File: config.mk
export PLATFORM = sky130hd
export DESIGN_NAME = oag_core
export DESIGN_NICKNAME = d
export VERILOG_FILES = /design/src/pkg/oag_pkg.sv /design/src/design/oag_byte_hold.sv /design/src/design/oag_core.sv
export SDC_FILE = /design/constraint.sdc
export NUM_CORES = 1
export LEC_CHECK = 0
export ABC_AREA = 1
export BUFFER_PORTS_ARGS = -buffer_cell sky130_fd_sc_hd__buf_4
export CAP_MARGIN = 10
export CORE_UTILIZATION = 58
export CTS_CLUSTER_SIZE = 40
export DETAILED_ROUTE_END_ITERATION = 8
export HOLD_SLACK_MARGIN = 0.06
export PLACE_DENSITY_LB_ADDON = 0.12
export SYNTH_ARGS = -nofsm -noshare
export SYNTH_HDL_FRONTEND = slang
export SYNTH_HIERARCHICAL = 1
export SYNTH_SLANG_ARGS = --single-unit
File: constraint.sdc
create_clock -name ref_clk -period 6.5 [get_ports ref_clk]
set_input_delay 0.975 -clock ref_clk [delete_from_list [all_inputs] [get_ports ref_clk]]
set_output_delay 0.975 -clock ref_clk [all_outputs]
set_load 0.01 [all_outputs]
File: src/pkg/oag_pkg.sv
package oag_pkg;

  // Addressing modes
  typedef enum logic [4:0] {
    OAG_INHERENT,
    OAG_IMMEDIATE,
    OAG_DIR_SHORT,
    OAG_DIR_LONG,
    OAG_IDX_NOOFF,
    OAG_IDX_SHORT,
    OAG_IDX_LONG,
    OAG_IND_SHORT,
    OAG_IND_LONG,
    OAG_INDIDX_SHORT,
    OAG_INDIDX_LONG,
    OAG_REL_DIR,
    OAG_REL_IND,
    OAG_BIT_DIR,
    OAG_BIT_IND,
    OAG_BITREL_DIR,
    OAG_BITREL_IND
  } oag_mode_t;

  // Operand class of the instruction
  typedef enum logic [1:0] {
    OAG_CLS_LOAD,
    OAG_CLS_RMW,
    OAG_CLS_JUMP
  } oag_cls_t;

  localparam logic [15:0] OAG_ADDR_RST = 16'h0000;
  localparam logic [7:0]  OAG_BYTE_RST = 8'h00;
  localparam logic [2:0]  OAG_LEN_RST  = 3'h0;
  localparam logic [7:0]  OAG_PAGE0_HI = 8'h00;

endpackage : oag_pkg

File: src/design/oag_byte_hold.sv
`timescale 1ns/1ps
`default_nettype none

// Holds one fetched byte; read data comes out of a register
module oag_byte_hold
(
  // Clock and reset
  input  wire logic       ref_clk,
  input  wire logic       rst,
  // Write side
  input  wire logic       wr_en,
  input  wire logic [7:0] wr_data,
  // Read side
  output logic      [7:0] rd_data
);
  import oag_pkg::*;

  typedef struct packed {
    logic [7:0] data;
  } oag_hold_t;

  oag_hold_t state_ff;
  oag_hold_t nxt_state;

  always_comb
  begin
    nxt_state = state_ff;
    if (wr_en)
    begin
      nxt_state.data = wr_data;
    end
  end

  always_ff @(posedge ref_clk)
  begin
    if (rst)
    begin
      state_ff.data <= OAG_BYTE_RST;
    end
    else
    begin
      state_ff <= nxt_state;
    end
  end

  assign rd_data = state_ff.data;

endmodule : oag_byte_hold

`default_nettype wire

File: src/design/oag_core.sv
`timescale 1ns/1ps
`default_nettype none

module oag_core
(
  // Clock and reset
  input  wire logic              ref_clk,
  input  wire logic              rst,
  // Decode request from fetch unit
  input  wire logic              dec_start,
  input  wire oag_pkg::oag_mode_t dec_mode,
  input  wire oag_pkg::oag_cls_t  dec_cls,
  input  wire logic              dec_use_y,
  input  wire logic [15:0]       dec_pc,
  input  wire logic [7:0]        idx_x,
  input  wire logic [7:0]        idx_y,
  // Instruction byte stream
  output logic                   ibyte_req,
  input  wire logic              ibyte_vld,
  input  wire logic [7:0]        ibyte_data,
  // Pointer read from data memory, first byte in page zero
  output logic                   mem_req,
  output logic [15:0]            mem_addr,
  input  wire logic              mem_vld,
  input  wire logic [7:0]        mem_data,
  // Result
  output logic                   ea_done,
  output logic [15:0]            ea_addr,
  output logic [7:0]             ea_imm,
  output logic                   ea_is_imm,
  output logic [2:0]             ea_len,
  output logic                   ea_illegal
);
  import oag_pkg::*;

  typedef enum logic [2:0] {
    S_IDLE,
    S_OPB1,
    S_OPB2,
    S_PTR1,
    S_PTR2,
    S_DONE
  } oag_st_t;

  typedef struct packed {
    oag_st_t   st;
    oag_mode_t mode;
    logic [7:0]  idx;
    logic [15:0] pc;
    logic [7:0]  b1;
    logic [7:0]  b2;
    logic        ireq;
    logic        mreq;
    logic [15:0] maddr;
    logic        done;
    logic [15:0] addr;
    logic [7:0]  imm;
    logic        is_imm;
    logic [2:0]  len;
    logic        illegal;
  } oag_state_t;

  oag_state_t state_ff;
  oag_state_t nxt_state;
  logic [7:0] ptr_lo;

  // Operand bytes after the opcode, excluding any prefix byte
  function automatic logic [2:0] op_bytes(input oag_mode_t m);
    unique case (m)
      OAG_INHERENT, OAG_IDX_NOOFF:                 op_bytes = 3'h0;
      OAG_DIR_LONG, OAG_IDX_LONG, OAG_BITREL_DIR:  op_bytes = 3'h2;
      OAG_BITREL_IND:                              op_bytes = 3'h2;
      default:                                     op_bytes = 3'h1;
    endcase
  endfunction : op_bytes

  // Unsigned 8-bit index plus 16-bit base
  function automatic logic [15:0] idx_add(input logic [7:0] i,
                                          input logic [15:0] b);
    idx_add = b + {8'h00, i};
  endfunction : idx_add

  function automatic logic is_long(input oag_mode_t m);
    is_long = (m == OAG_DIR_LONG) || (m == OAG_IDX_LONG) ||
              (m == OAG_IND_LONG) || (m == OAG_INDIDX_LONG);
  endfunction : is_long

  function automatic logic is_indexed(input oag_mode_t m);
    is_indexed = (m == OAG_IDX_NOOFF) || (m == OAG_IDX_SHORT) ||
                 (m == OAG_IDX_LONG) || (m == OAG_INDIDX_SHORT) ||
                 (m == OAG_INDIDX_LONG);
  endfunction : is_indexed

  function automatic logic is_ptr(input oag_mode_t m);
    is_ptr = (m == OAG_IND_SHORT) || (m == OAG_IND_LONG) ||
             (m == OAG_INDIDX_SHORT) || (m == OAG_INDIDX_LONG) ||
             (m == OAG_REL_IND) || (m == OAG_BIT_IND) ||
             (m == OAG_BITREL_IND);
  endfunction : is_ptr

  // Low pointer byte kept in its own register
  oag_byte_hold u_ptr_lo
  (
    .ref_clk (ref_clk),
    .rst     (rst),
    .wr_en   (state_ff.st == S_PTR2 && mem_vld),
    .wr_data (mem_data),
    .rd_data (ptr_lo)
  );

  always_comb
  begin
    logic [15:0] nxt_pc;
    logic [15:0] ptr_w;
    logic [15:0] base;
    nxt_pc = 16'h0000;
    ptr_w  = 16'h0000;
    base   = 16'h0000;
    nxt_state = state_ff;
    nxt_state.done = 1'b0;
    unique case (state_ff.st)
      S_IDLE:
      begin
        if (dec_start)
        begin
          nxt_state.mode    = dec_mode;
          nxt_state.idx     = dec_use_y ? idx_y : idx_x;
          nxt_state.pc      = dec_pc;
          nxt_state.is_imm  = (dec_mode == OAG_IMMEDIATE);
          nxt_state.illegal = (dec_cls == OAG_CLS_RMW) && is_long(dec_mode);
          nxt_state.len     = 3'h1 + op_bytes(dec_mode) +
                              {2'b00, is_ptr(dec_mode)} +
                              {2'b00, dec_use_y && is_indexed(dec_mode)};
          if (op_bytes(dec_mode) == 3'h0)
          begin
            nxt_state.st = S_DONE;
          end
          else
          begin
            nxt_state.st   = S_OPB1;
            nxt_state.ireq = 1'b1;
          end
        end
      end
      S_OPB1:
      begin
        if (ibyte_vld)
        begin
          nxt_state.b1 = ibyte_data;
          if (op_bytes(state_ff.mode) == 3'h2)
          begin
            nxt_state.st = S_OPB2;
          end
          else if (is_ptr(state_ff.mode))
          begin
            nxt_state.ireq  = 1'b0;
            nxt_state.mreq  = 1'b1;
            nxt_state.maddr = {OAG_PAGE0_HI, ibyte_data};
            nxt_state.st    = S_PTR1;
          end
          else
          begin
            nxt_state.ireq = 1'b0;
            nxt_state.st   = S_DONE;
          end
        end
      end
      S_OPB2:
      begin
        if (ibyte_vld)
        begin
          nxt_state.b2   = ibyte_data;
          nxt_state.ireq = 1'b0;
          if (state_ff.mode == OAG_BITREL_IND)
          begin
            nxt_state.mreq  = 1'b1;
            nxt_state.maddr = {OAG_PAGE0_HI, state_ff.b1};
            nxt_state.st    = S_PTR1;
          end
          else
          begin
            nxt_state.st = S_DONE;
          end
        end
      end
      S_PTR1:
      begin
        if (mem_vld)
        begin
          nxt_state.b1 = mem_data;
          if (state_ff.mode == OAG_IND_LONG ||
              state_ff.mode == OAG_INDIDX_LONG)
          begin
            nxt_state.maddr = state_ff.maddr + 16'h0001;
            nxt_state.st    = S_PTR2;
          end
          else
          begin
            nxt_state.mreq = 1'b0;
            nxt_state.st   = S_DONE;
          end
        end
      end
      S_PTR2:
      begin
        if (mem_vld)
        begin
          nxt_state.mreq = 1'b0;
          nxt_state.b2   = mem_data;
          nxt_state.st   = S_DONE;
        end
      end
      S_DONE:
      begin
        nxt_pc = state_ff.pc + {13'h0000, state_ff.len};
        ptr_w  = {state_ff.b1, state_ff.b2};
        base   = {8'h00, state_ff.b1};
        unique case (state_ff.mode)
          OAG_IMMEDIATE:    nxt_state.imm  = state_ff.b1;
          OAG_DIR_SHORT:    nxt_state.addr = base;
          OAG_DIR_LONG:     nxt_state.addr = ptr_w;
          OAG_IDX_NOOFF:    nxt_state.addr = idx_add(state_ff.idx, 16'h0000);
          OAG_IDX_SHORT:    nxt_state.addr = idx_add(state_ff.idx, base);
          OAG_IDX_LONG:     nxt_state.addr = idx_add(state_ff.idx, ptr_w);
          OAG_IND_SHORT:    nxt_state.addr = base;
          OAG_IND_LONG:     nxt_state.addr = {state_ff.b1, ptr_lo};
          OAG_INDIDX_SHORT: nxt_state.addr = idx_add(state_ff.idx, base);
          OAG_INDIDX_LONG:
            nxt_state.addr = idx_add(state_ff.idx, {state_ff.b1, ptr_lo});
          OAG_REL_DIR, OAG_REL_IND:
            nxt_state.addr = nxt_pc + {{8{state_ff.b1[7]}}, state_ff.b1};
          OAG_BITREL_DIR:
          begin
            nxt_state.addr = {8'h00, state_ff.b1};
            nxt_state.imm  = state_ff.b2;
          end
          OAG_BITREL_IND:
          begin
            nxt_state.addr = {8'h00, state_ff.b1};
            nxt_state.imm  = state_ff.b2;
          end
          OAG_BIT_DIR, OAG_BIT_IND: nxt_state.addr = base;
          default:          nxt_state.addr = OAG_ADDR_RST;
        endcase
        nxt_state.done = 1'b1;
        nxt_state.st   = S_IDLE;
      end
      default:
        nxt_state.st = S_IDLE;
    endcase
  end

  always_ff @(posedge ref_clk)
  begin
    if (rst)
    begin
      state_ff         <= '0;
      state_ff.st      <= S_IDLE;
      state_ff.mode    <= OAG_INHERENT;
      state_ff.addr    <= OAG_ADDR_RST;
      state_ff.len     <= OAG_LEN_RST;
    end
    else
    begin
      state_ff <= nxt_state;
    end
  end

  assign ibyte_req  = state_ff.ireq;
  assign mem_req    = state_ff.mreq;
  assign mem_addr   = state_ff.maddr;
  assign ea_done    = state_ff.done;
  assign ea_addr    = state_ff.addr;
  assign ea_imm     = state_ff.imm;
  assign ea_is_imm  = state_ff.is_imm;
  assign ea_len     = state_ff.len;
  assign ea_illegal = state_ff.illegal;

endmodule : oag_core

`default_nettype wire

After elaboration in Yosys (flattened, before gate mapping):

Index checks and enable logic that the tools add are counted.

* register bits: 104
* latch bits: 0
* bits in writable memories: 0
* ROM bits: 0
* input port bits: 61
* output and inout bits: 48
* memories kept: 0

* $add $sub $neg: 9
* $mul: 0
* divide/modulo/power cells: 0
* order comparisons: 0
* eq/ne operators: 47
* shift operators: 0
* mux-type cells: 39
* bitwise gates (word level): 1
* reductions and logical operators: 50

Operator list (number)
* $pmux 16 s9: 1
* $eq 5x4->1 const B: 14
* $mux 17: 3
* $pmux 16 s3: 1
* $pmux 8 s2: 3
* $eq 5x3->1 const B: 8
* $mux 18: 2
* $mux 3: 12
* $add 16x8->16: 2
* $mux 32: 1
* $mux 26: 1
* $mux 25: 1
* $mux 8: 3
* $ne 2x2->1 const B: 11
* $logic_or 1x1->1: 20
* $add 16x1->16 const B: 1
* $add 16x16->16: 1
* $add 16x3->16: 1
* $mux 16: 1
* $eq 5x2->1 const B: 3
* $pmux 3 s5: 1
* $eq 5x1->1 const B: 2
* $eq 5x5->1 const B: 2
* $logic_not 5->1: 2
* other kinds (26): 49

Longest topological paths before layout:

Gate-level depths: netlist (run 1).

* depth after elaboration: 11
* gate-level depth with buffers: 22
* depth with buffers taken out: 21

Cells and area by module:

Netlist (run 1), hierarchy kept.

By module, submodules not included
* oag_core: times used 1, cells an instance 1238, area each 7780.0 um^2, seq. area each 1921.8 um^2
* oag_byte_hold: times used 1, cells an instance 51, area each 341.6 um^2, seq. area each 160.2 um^2

Worst setup path before layout (run 1):

OpenSTA, ideal clock, no wires.

* path kind: reg2reg
* start point: register state_ff[92] in the netlist's numbering
* end point: register state_ff (netlist bit ea_addr[12])
* library setup time: 0.070 ns
* data arrival time: 2.656 ns
* data required time: 6.430 ns
* slack: 3.774 ns
* stages on the path, launching flop included: 22
* buffers on the path: 1
* clock period less this slack: 2.726 ns
* path through: dfxtp_1 -> inv_2 -> nand3_4 -> inv_2 -> nand2_1 -> clkbuf_1 -> nand2_1 -> o21ai_0 -> ha_1 -> inv_1 -> fa_1 -> inv_1 -> nand3_1 -> nand2_1 -> nand2_1 -> nand2_1 -> nand3_1 -> o21ai_0 -> nand2_1 -> nand2_1 -> nand2_1 -> a21oi_1

* cells in the longest elaborated chain, start to end: 3
* elaborated cells between the ends (all ways): 22
* those cells by class: 16 x eq/ne; 1 x mux; 1 x bitwise; 4 x reduce/logical

Ends and longest elaborated chain
* start: declaration: line oag_core.sv:63 `oag_state_t state_ff;`
* start signal: assignment: line oag_core.sv:265 `state_ff <= nxt_state;`
* $eq 5x3->1, or another cell as far along: line oag_core.sv:218 `unique case (state_ff.mode)`
* $reduce_or 6->1 (no source line), or another cell as far along
* $pmux 16 s9 / $reduce_and 2->1 (equally long branches)

Several ways; a longest one is shown, not always the timed one.
A chain may end at the register's enable or synchronous reset.

Worst setup path in the final report (run 1):

* start point: register state_ff[88] in the netlist's numbering
* end point: register state_ff (netlist bit ea_addr[12])

Same word-level chain as after synthesis.

==> results.md, run 1 <==
* Ys Warns at 6
* Post-synthesis sequential area ratio at 25.6%
* Crit-path max FO at 13
* Final clock skew at 0.0118 ns
* Inserted Diodes at 0
* Total GRT Usage at 32.2%
* Clock Latency Late Sink at 0.37 ns
* CTS tree: done
* Synth Net Count at 1404
* CP peak stage delay at 0.40 ns
* DRC at 0
* CTS root buffer: clkbuf_16
* Clock Pin Slew Worst Setup and Hold Paths at 0.08 ns
* Distinct cell type count after synthesis at 49
* Final non-filler cell area at 8970 um^2
* R2R setup slack at 3.49 ns
* Worst setup EP type: flip-flop
* Setup Crit Path Kind: flip-flop to flip-flop
* Congestion Overflow GR at 0
* Worst ir drop on vdd at 0.277 mV
* Max Clk Rate at 0.332 GHz
* Adder and majority gate portion of the synthesized area at 8.97%
* Post-Syn Area per Cell at 6.30 um^2
* Compound-Gate Fraction of Synth Area at 15.1%
* Startpoint types: flip-flop
* Die H at 120 um
* Slew Viols, Final at 0
* Number of max-cap violations at 0
* Number of synthesized flops with an enable pin at 0
* First-pass DRT Iterations at 5
* Via-to-Cell Ratio at 5.54
* Largest family of logic cells by synthesized area: simple AND/OR/NAND/NOR gates
* Worst path top cell family by delay: simple AND/OR/NAND/NOR gates
* Outcome: finished, final reports clean
* Final Hold Viols at 0
* Worst slew pin tran at 1.09 ns
* Layout area overhead at 10.4%
* Largest net degree at the start of global routing at 52
* Crit-path cells: inv_1 -> nand2_1 -> inv_1 -> nand2_1 -> o21ai_0 -> ha_1 -> inv_1 -> fa_1 -> inv_1 -> nand3_1 -> nand2_1 -> nand2_1 -> nand2_1 -> nand3_1 -> o21ai_0 -> nand2_1 -> nand2_1 -> nand2_1 -> a21oi_1
* Synthesized cell area at 8120 um^2
* Setup TNS at 0 ns
* Routability cong. at 0.948
* FFs w/ async S/R, synth at 0%
* Die Wd at 120 um
* Hold Path Class: flip-flop to flip-flop
* Layout Nets at 1444
* H-tree depth at 3
* Cells after synthesis at 1289
* Die area at 14500 um^2
* Lkg Pwr at 4.36 nW
* Dpl cell area at 8660 um^2
* Top FF cell, synth: dfxtp_1
* Final setup viols at 0
* Total number of vias at 8359
* Slowest-stage cell, CP: fa_1
* Post-synthesis xor/xnor area fraction at 0.971%
* Worst Path Buf+Inv at 4
* Dpl hpwl at 17200 um
* # Post-CTS Setup Buffers at 0
* Period utilisation layout at 46.4%
* Synth Register Bits at 104
* I/O Pins at 109
* Initial DRC count at 645
* Mux cell area share after synthesis at 0.539%
* Max transition margin at 27.4%
* RSZ-0062 raised after global routing: false
* Layout cells sized above 1 at 13.9%
* Mean routed wirelength per cell at 15.1 um
* Rows at 42
* PwrDens at 290 nW/um^2
* CTS Buffer Depth at 2
* Global-route wire length before repair at 36800 um
* CTS Buf Count at 9
* CTS resizes at 0
* Tmin final at 3.01 ns
* Simple-Gate Fraction of Synth Area at 35.1%
* Antenna violations before repair at 0
* ANT nets after route at 0
* Port bufs at 108
* Worst Path Arrival at 3.31 ns
* Initial Util at 60.4%
* Vias in the first global route at 7536
* Core area at 13500 um^2
* CTS sink count at 104
* CP dominant cell by count: nand2_1
* Worst endpoint required time at 6.80 ns
* Post-Route WL at 22800 um
* Hold buffer count at cts at 0
[through the flow]
stage          hold slack, ns  power, mW  setup WS [ns]  cells  utilization (%)
4_1_cts                 0.470       2.58           3.52   1510             66.7
3_5_place_dp            0.459       2.02           3.50   1494             64.4
6_report                0.467       2.60           3.49   1510             66.7
2_1_floorplan           0.445       1.73           3.77   1289                -
5_1_grt                 0.484       2.77           3.00   1510             66.7
3_3_place_gp            0.452       2.00           3.58   1494             64.4
[final cells by class]
class | instances | area (um^2)
clock buffers | 9 | 225
clock inverters | 7 | 85.1
repair buffers | 113 | 848
fillers | 1308 | 4490
inverters | 153 | 574
multi-input cells | 948 | 4930
well taps | 176 | 220
flip-flops and latches | 104 | 2080
[cell usage in the layout (no fill, tap or decap), types with 2 or more instances in the layout]
| master | n |
|---|---|
| nand2_1 | 385 |
| inv_1 | 142 |
| buf_4 | 113 |
| nor2_1 | 109 |
| dfxtp_1 | 104 |
| a21oi_1 | 89 |
| nand3_1 | 81 |
| o21ai_0 | 71 |
| ha_1 | 47 |
| a31oi_1 | 24 |
| nand4_1 | 23 |
| nor3_1 | 15 |
| nand2_2 | 11 |
| nand3b_1 | 11 |
| inv_2 | 10 |
| clkbuf_16 | 9 |
| a21oi_2 | 8 |
| or2_2 | 7 |
| xor2_1 | 7 |
| fa_1 | 7 |
| nor2_2 | 6 |
| o22ai_1 | 6 |
| o211ai_1 | 6 |
| nand3_2 | 5 |
| mux2_2 | 3 |
| o21ai_1 | 3 |
| a211oi_1 | 3 |
| clkinv_8 | 3 |
| nor2_4 | 2 |
| and2_1 | 2 |
| o21ai_2 | 2 |
| xnor2_1 | 2 |
| inv_6 | 2 |
[layer usage]
metal | vias to the layer above | share of wire [%] | global-route usage, %
li1 | 4238 | - | -
met1 | 3757 | 42 | 40.2
met2 | 317 | 47 | 55.5
met3 | 47 | 7.6 | 6.46
met4 | 0 | 2.6 | 9.65
met5 | - | 0 | 0
[power by group]
part,internal (mW),switching (mW),leakage (nW)
logic,0.395,0.716,3.37
registers,0.751,0.172,0.847
clock network,0.276,0.288,0.147
total,1.42,1.18,4.36
[cell usage after synthesis, drive strengths merged, types with 2 or more instances]
cell,number,area [um^2]
a211oi,3,22.5
o22ai,6,37.5
xor2,7,61.3
or2,7,43.8
fa,7,140
nand4,24,165
nor2,117,469
a21oi,97,516
dfxtp,104,2080
mux2,3,33.8
a31oi,24,150
ha,47,588
and2,2,12.5
o211ai,6,45.0
buf,61,447
nand2,397,1530
nand3,87,473
nand3b,11,82.6
o21ai,76,388
clkbuf,23,86.3
xnor2,2,17.5
inv,152,571
nor3,15,75.1
[sequential cells by signal (all words and copies together) (netlist names), 3 cells and up]
register	flops
state_ff	48
ea_addr	16
mem_addr	16
ea_imm	8
u_ptr_lo/rd_data	8
ea_len	3
[cells by family after synthesis]
logic type | count (synthesis)
AOI/OAI and AO/OA | 220
DFF | 104
adders and majority gates | 54
buffers and inverters | 237
xor gates and xnor gates | 9
muxes | 4
and+or+nand+nor | 661
[final timing paths]
check | start | to | depth (start not counted)
setup / recovery | state_ff[88]$_SDFFE_PP0P_ | ea_addr[12]$_SDFFE_PP0P_ | 19
hold / removal | ea_addr[6]$_SDFFE_PP0P_ | ea_addr[6]$_SDFFE_PP0P_ | 2
setup reg to reg | state_ff[88]$_SDFFE_PP0P_ | ea_addr[12]$_SDFFE_PP0P_ | 19
hold reg to reg | ea_addr[6]$_SDFFE_PP0P_ | ea_addr[6]$_SDFFE_PP0P_ | 2
[worst register-to-register path, stage by stage (launching register included)]
cell	delay, ns
dfxtp_1	0.34
inv_1	0.11
nand2_1	0.12
inv_1	0.11
nand2_1	0.24
o21ai_0	0.25
ha_1	0.23
inv_1	0.07
fa_1	0.40
inv_1	0.10
nand3_1	0.07
nand2_1	0.10
nand2_1	0.06
nand2_1	0.15
nand3_1	0.13
o21ai_0	0.19
nand2_1	0.08
nand2_1	0.05
nand2_1	0.05
a21oi_1	0.11
Note: power is estimated with default switching activity, not from simulation.
==> run 2: changes to the inputs <==
==> constraint.sdc (replaced) <==
create_clock -name ref_clk -period 3.1 [get_ports ref_clk]
set_input_delay 0.465 -clock ref_clk [delete_from_list [all_inputs] [get_ports ref_clk]]
set_output_delay 0.465 -clock ref_clk [all_outputs]
set_load 0.01 [all_outputs]
==> run 2 against run 1 <==
Against the previous run:
- final cell count is 0.79% higher
- core utilization rose by 0.53 points
- largest cell class unchanged
- die area stayed put
- critical endpoint unchanged
- maximum frequency rose by 7.1%
- combinational power is 120% higher
- sequential share of layout area fell by 0.16 points
- highest routed layer unchanged
- sequential power up 100%
- via count decreased by 0.50%
- register-to-register slack worse by 3.2 ns
- design area up 0.80%
- first-iteration DRC count rose by 13%
==> results.md, run 2 (synthesis gave the netlist of run 1 again) <==
* Final core occ at 67.2% (+0.53 points)
* Max transition margin at 27.3% (-0.076 points)
* Top reg by flops: state_ff
* Max Clk Rate at 0.355 GHz (+7.1%)
* CTS Buffer Depth at 2 (unchanged)
* Setup TNS at 0 ns (unchanged)
* Antenna violations before repair at 0 (unchanged)
* Die Wd at 120 um (unchanged)
* Period utilisation layout at 90.8% (+44 points)
* CTS Buf Count at 9 (unchanged)
* I/O Pins at 109 (unchanged)
* Final Hold Viols at 0 (unchanged)
* CTS tree: done
* Congestion Overflow GR at 0 (unchanged)
* Max reg flops at 48 (unchanged)
* Worst Path Arrival at 3.10 ns (-0.21 ns)
* Setup slack at placement at 0.209 ns (-3.30 ns)
* Layout area overhead at 11.3%
* CTS root buffer: clkbuf_16
* Clock Pin Slew Worst Setup and Hold Paths at 0.07 ns (about the same)
* Largest net degree at the start of global routing at 52 (unchanged)
* First-pass DRT Iterations at 6 (+1)
* Worst slew pin tran at 1.09 ns (+0.00113 ns)
* Routability cong. at 0.980 (+3.4%)
* Setup Crit Path Kind: flip-flop to flip-flop
* Layout cells sized above 1 at 14.9% (+0.99 points)
* Hold Path Class: primary input to flip-flop
* H-tree depth at 3 (unchanged)
* Total power at 5.43 mW (+110%)
* Vias in the first global route at 7297 (-3.2%)
* Inserted Diodes at 0 (unchanged)
* Number of max-cap violations at 0 (unchanged)
* Initial Util at 60.4% (unchanged)
* Worst setup margin at 0.286 ns (-3.20 ns)
* Worst setup EP type: flip-flop
* Via-to-Cell Ratio at 5.46 (-1.3%)
* Most common cell after layout, fill and taps aside: nand2_1
* Post-Route WL at 22900 um (+0.68%)
* Mean routed wirelength per cell at 15.1 um (-0.11%)
* Dpl hpwl at 17800 um (+3.6%)
* ANT nets after route at 0 (unchanged)
* Crit-path max FO at 11 (-2)
* Initial DRC count at 727 (+13%)
* Rows at 42 (unchanged)
* Global-route wire length before repair at 36300 um (-1.3%)
* Worst ir drop on vdd at 0.687 mV (+150%)
* Core area at 13500 um^2 (unchanged)
* Clock Latency Late Sink at 0.36 ns (about the same)
* Die H at 120 um (unchanged)
* Worst endpoint required time at 3.39 ns (-3.41 ns)
* Tmin final at 2.81 ns (-0.200 ns)
* Port bufs at 108 (unchanged)
* Outcome: finished, final reports clean
* Slew Viols, Final at 0 (unchanged)
* PwrDens at 601 nW/um^2 (+110%)
* Most frequent cells in the layout: nand2_1, inv_1, buf_4
* Startpoint types: flip-flop
* Final setup viols at 0 (unchanged)
* CTS sink count at 104 (unchanged)
* Lkg Pwr at 4.41 nW (+1.2%)
* DRC at 0 (unchanged)
* Die area at 14500 um^2 (unchanged)
* Total number of vias at 8317 (-0.50%)
* Final clock skew at 0.0105 ns (-0.00128 ns)
* Layout Nets at 1457 (+0.90%)
* RSZ-0062 raised after global routing: false
* Total GRT Usage at 32.2% (about the same)
[run 2: cell types whose count changed in the layout (fill, tap and decap cells not counted)]
| cell | delta |
|---|---|
| buf_4 | +13 |
| clkinv_4 | +3 |
| clkinv_8 | -3 |
| dfxtp_1 | -2 |
| dfxtp_2 | +2 |
| inv_6 | -1 |
| nand2_1 | -1 |
| nand2_2 | +1 |
| o21ai_0 | -1 |
| o21ai_1 | +1 |
[run 2: final cells by class]
cell class | count | area, um^2
multi-input cells | 948 | 4930
well taps | 176 | 220
repair buffers | 126 | 946
clock inverters | 6 | 53.8
inverters | 153 | 574
flip-flops and latches | 104 | 2080
fillers | 1317 | 4410
clock buffers | 9 | 225
[run 2: layer usage]
layer / track usage [%] / part of all wire (%) / vias up
li1: - / - / 4254
met1: 42.5 / 45 / 3735
met2: 53.9 / 46 / 294
met3: 5.66 / 6.9 / 34
met4: 8.72 / 2.2 / 0
met5: 0 / 0 / -
[run 2: timing repair]
action,4_1_cts,5_1_grt
gates resized for setup,0,4
setup buffers,0,0
hold buffers,0,0
endpoints found under the setup margin,0,2
endpoints found under the hold margin,0,0
[run 2: per-stage QoR]
stage          hold slack, ns  std cells  instance area, um^2
3_3_place_gp            0.454       1507                 8750
3_5_place_dp            0.455       1507                 8750
2_1_floorplan           0.445       1289                 8120
5_1_grt                 0.355       1522                 9040
4_1_cts                 0.357       1522                 9030
6_report                0.361       1522                 9040
[run 2: where the power goes]
group | internal (mW) | total (mW) | switching (mW)
Clock | 0.554 | 1.12 | 0.563
Combinational | 0.863 | 2.43 | 1.57
Sequential | 1.58 | 1.88 | 0.299
[run 2: worst max-delay path, stage by stage, from the launching register on]
cell	delay (ns)
dfxtp_1	0.37
inv_1	0.09
nand2_1	0.13
inv_1	0.08
nand2_1	0.11
buf_4	0.18
mux2_2	0.35
ha_1	0.38
nand3_1	0.11
nand2_1	0.13
nand2_1	0.08
nand2_2	0.11
nand3_1	0.13
o21ai_0	0.20
nand2_1	0.08
nand2_1	0.05
nand2_1	0.04
a21oi_1	0.10
[run 2: worst paths after layout]
path	from	endpoint	slack, ns	cells after the start
max reg2reg	state_ff[88]$_SDFFE_PP0P_	ea_addr[12]$_SDFFE_PP0P_	0.29	17
min	dec_pc[13]	state_ff[77]$_SDFFE_PP0P_	0.36	3
max	state_ff[88]$_SDFFE_PP0P_	ea_addr[12]$_SDFFE_PP0P_	0.29	17
min reg2reg	ea_addr[3]$_SDFFE_PP0P_	ea_addr[3]$_SDFFE_PP0P_	0.47	2
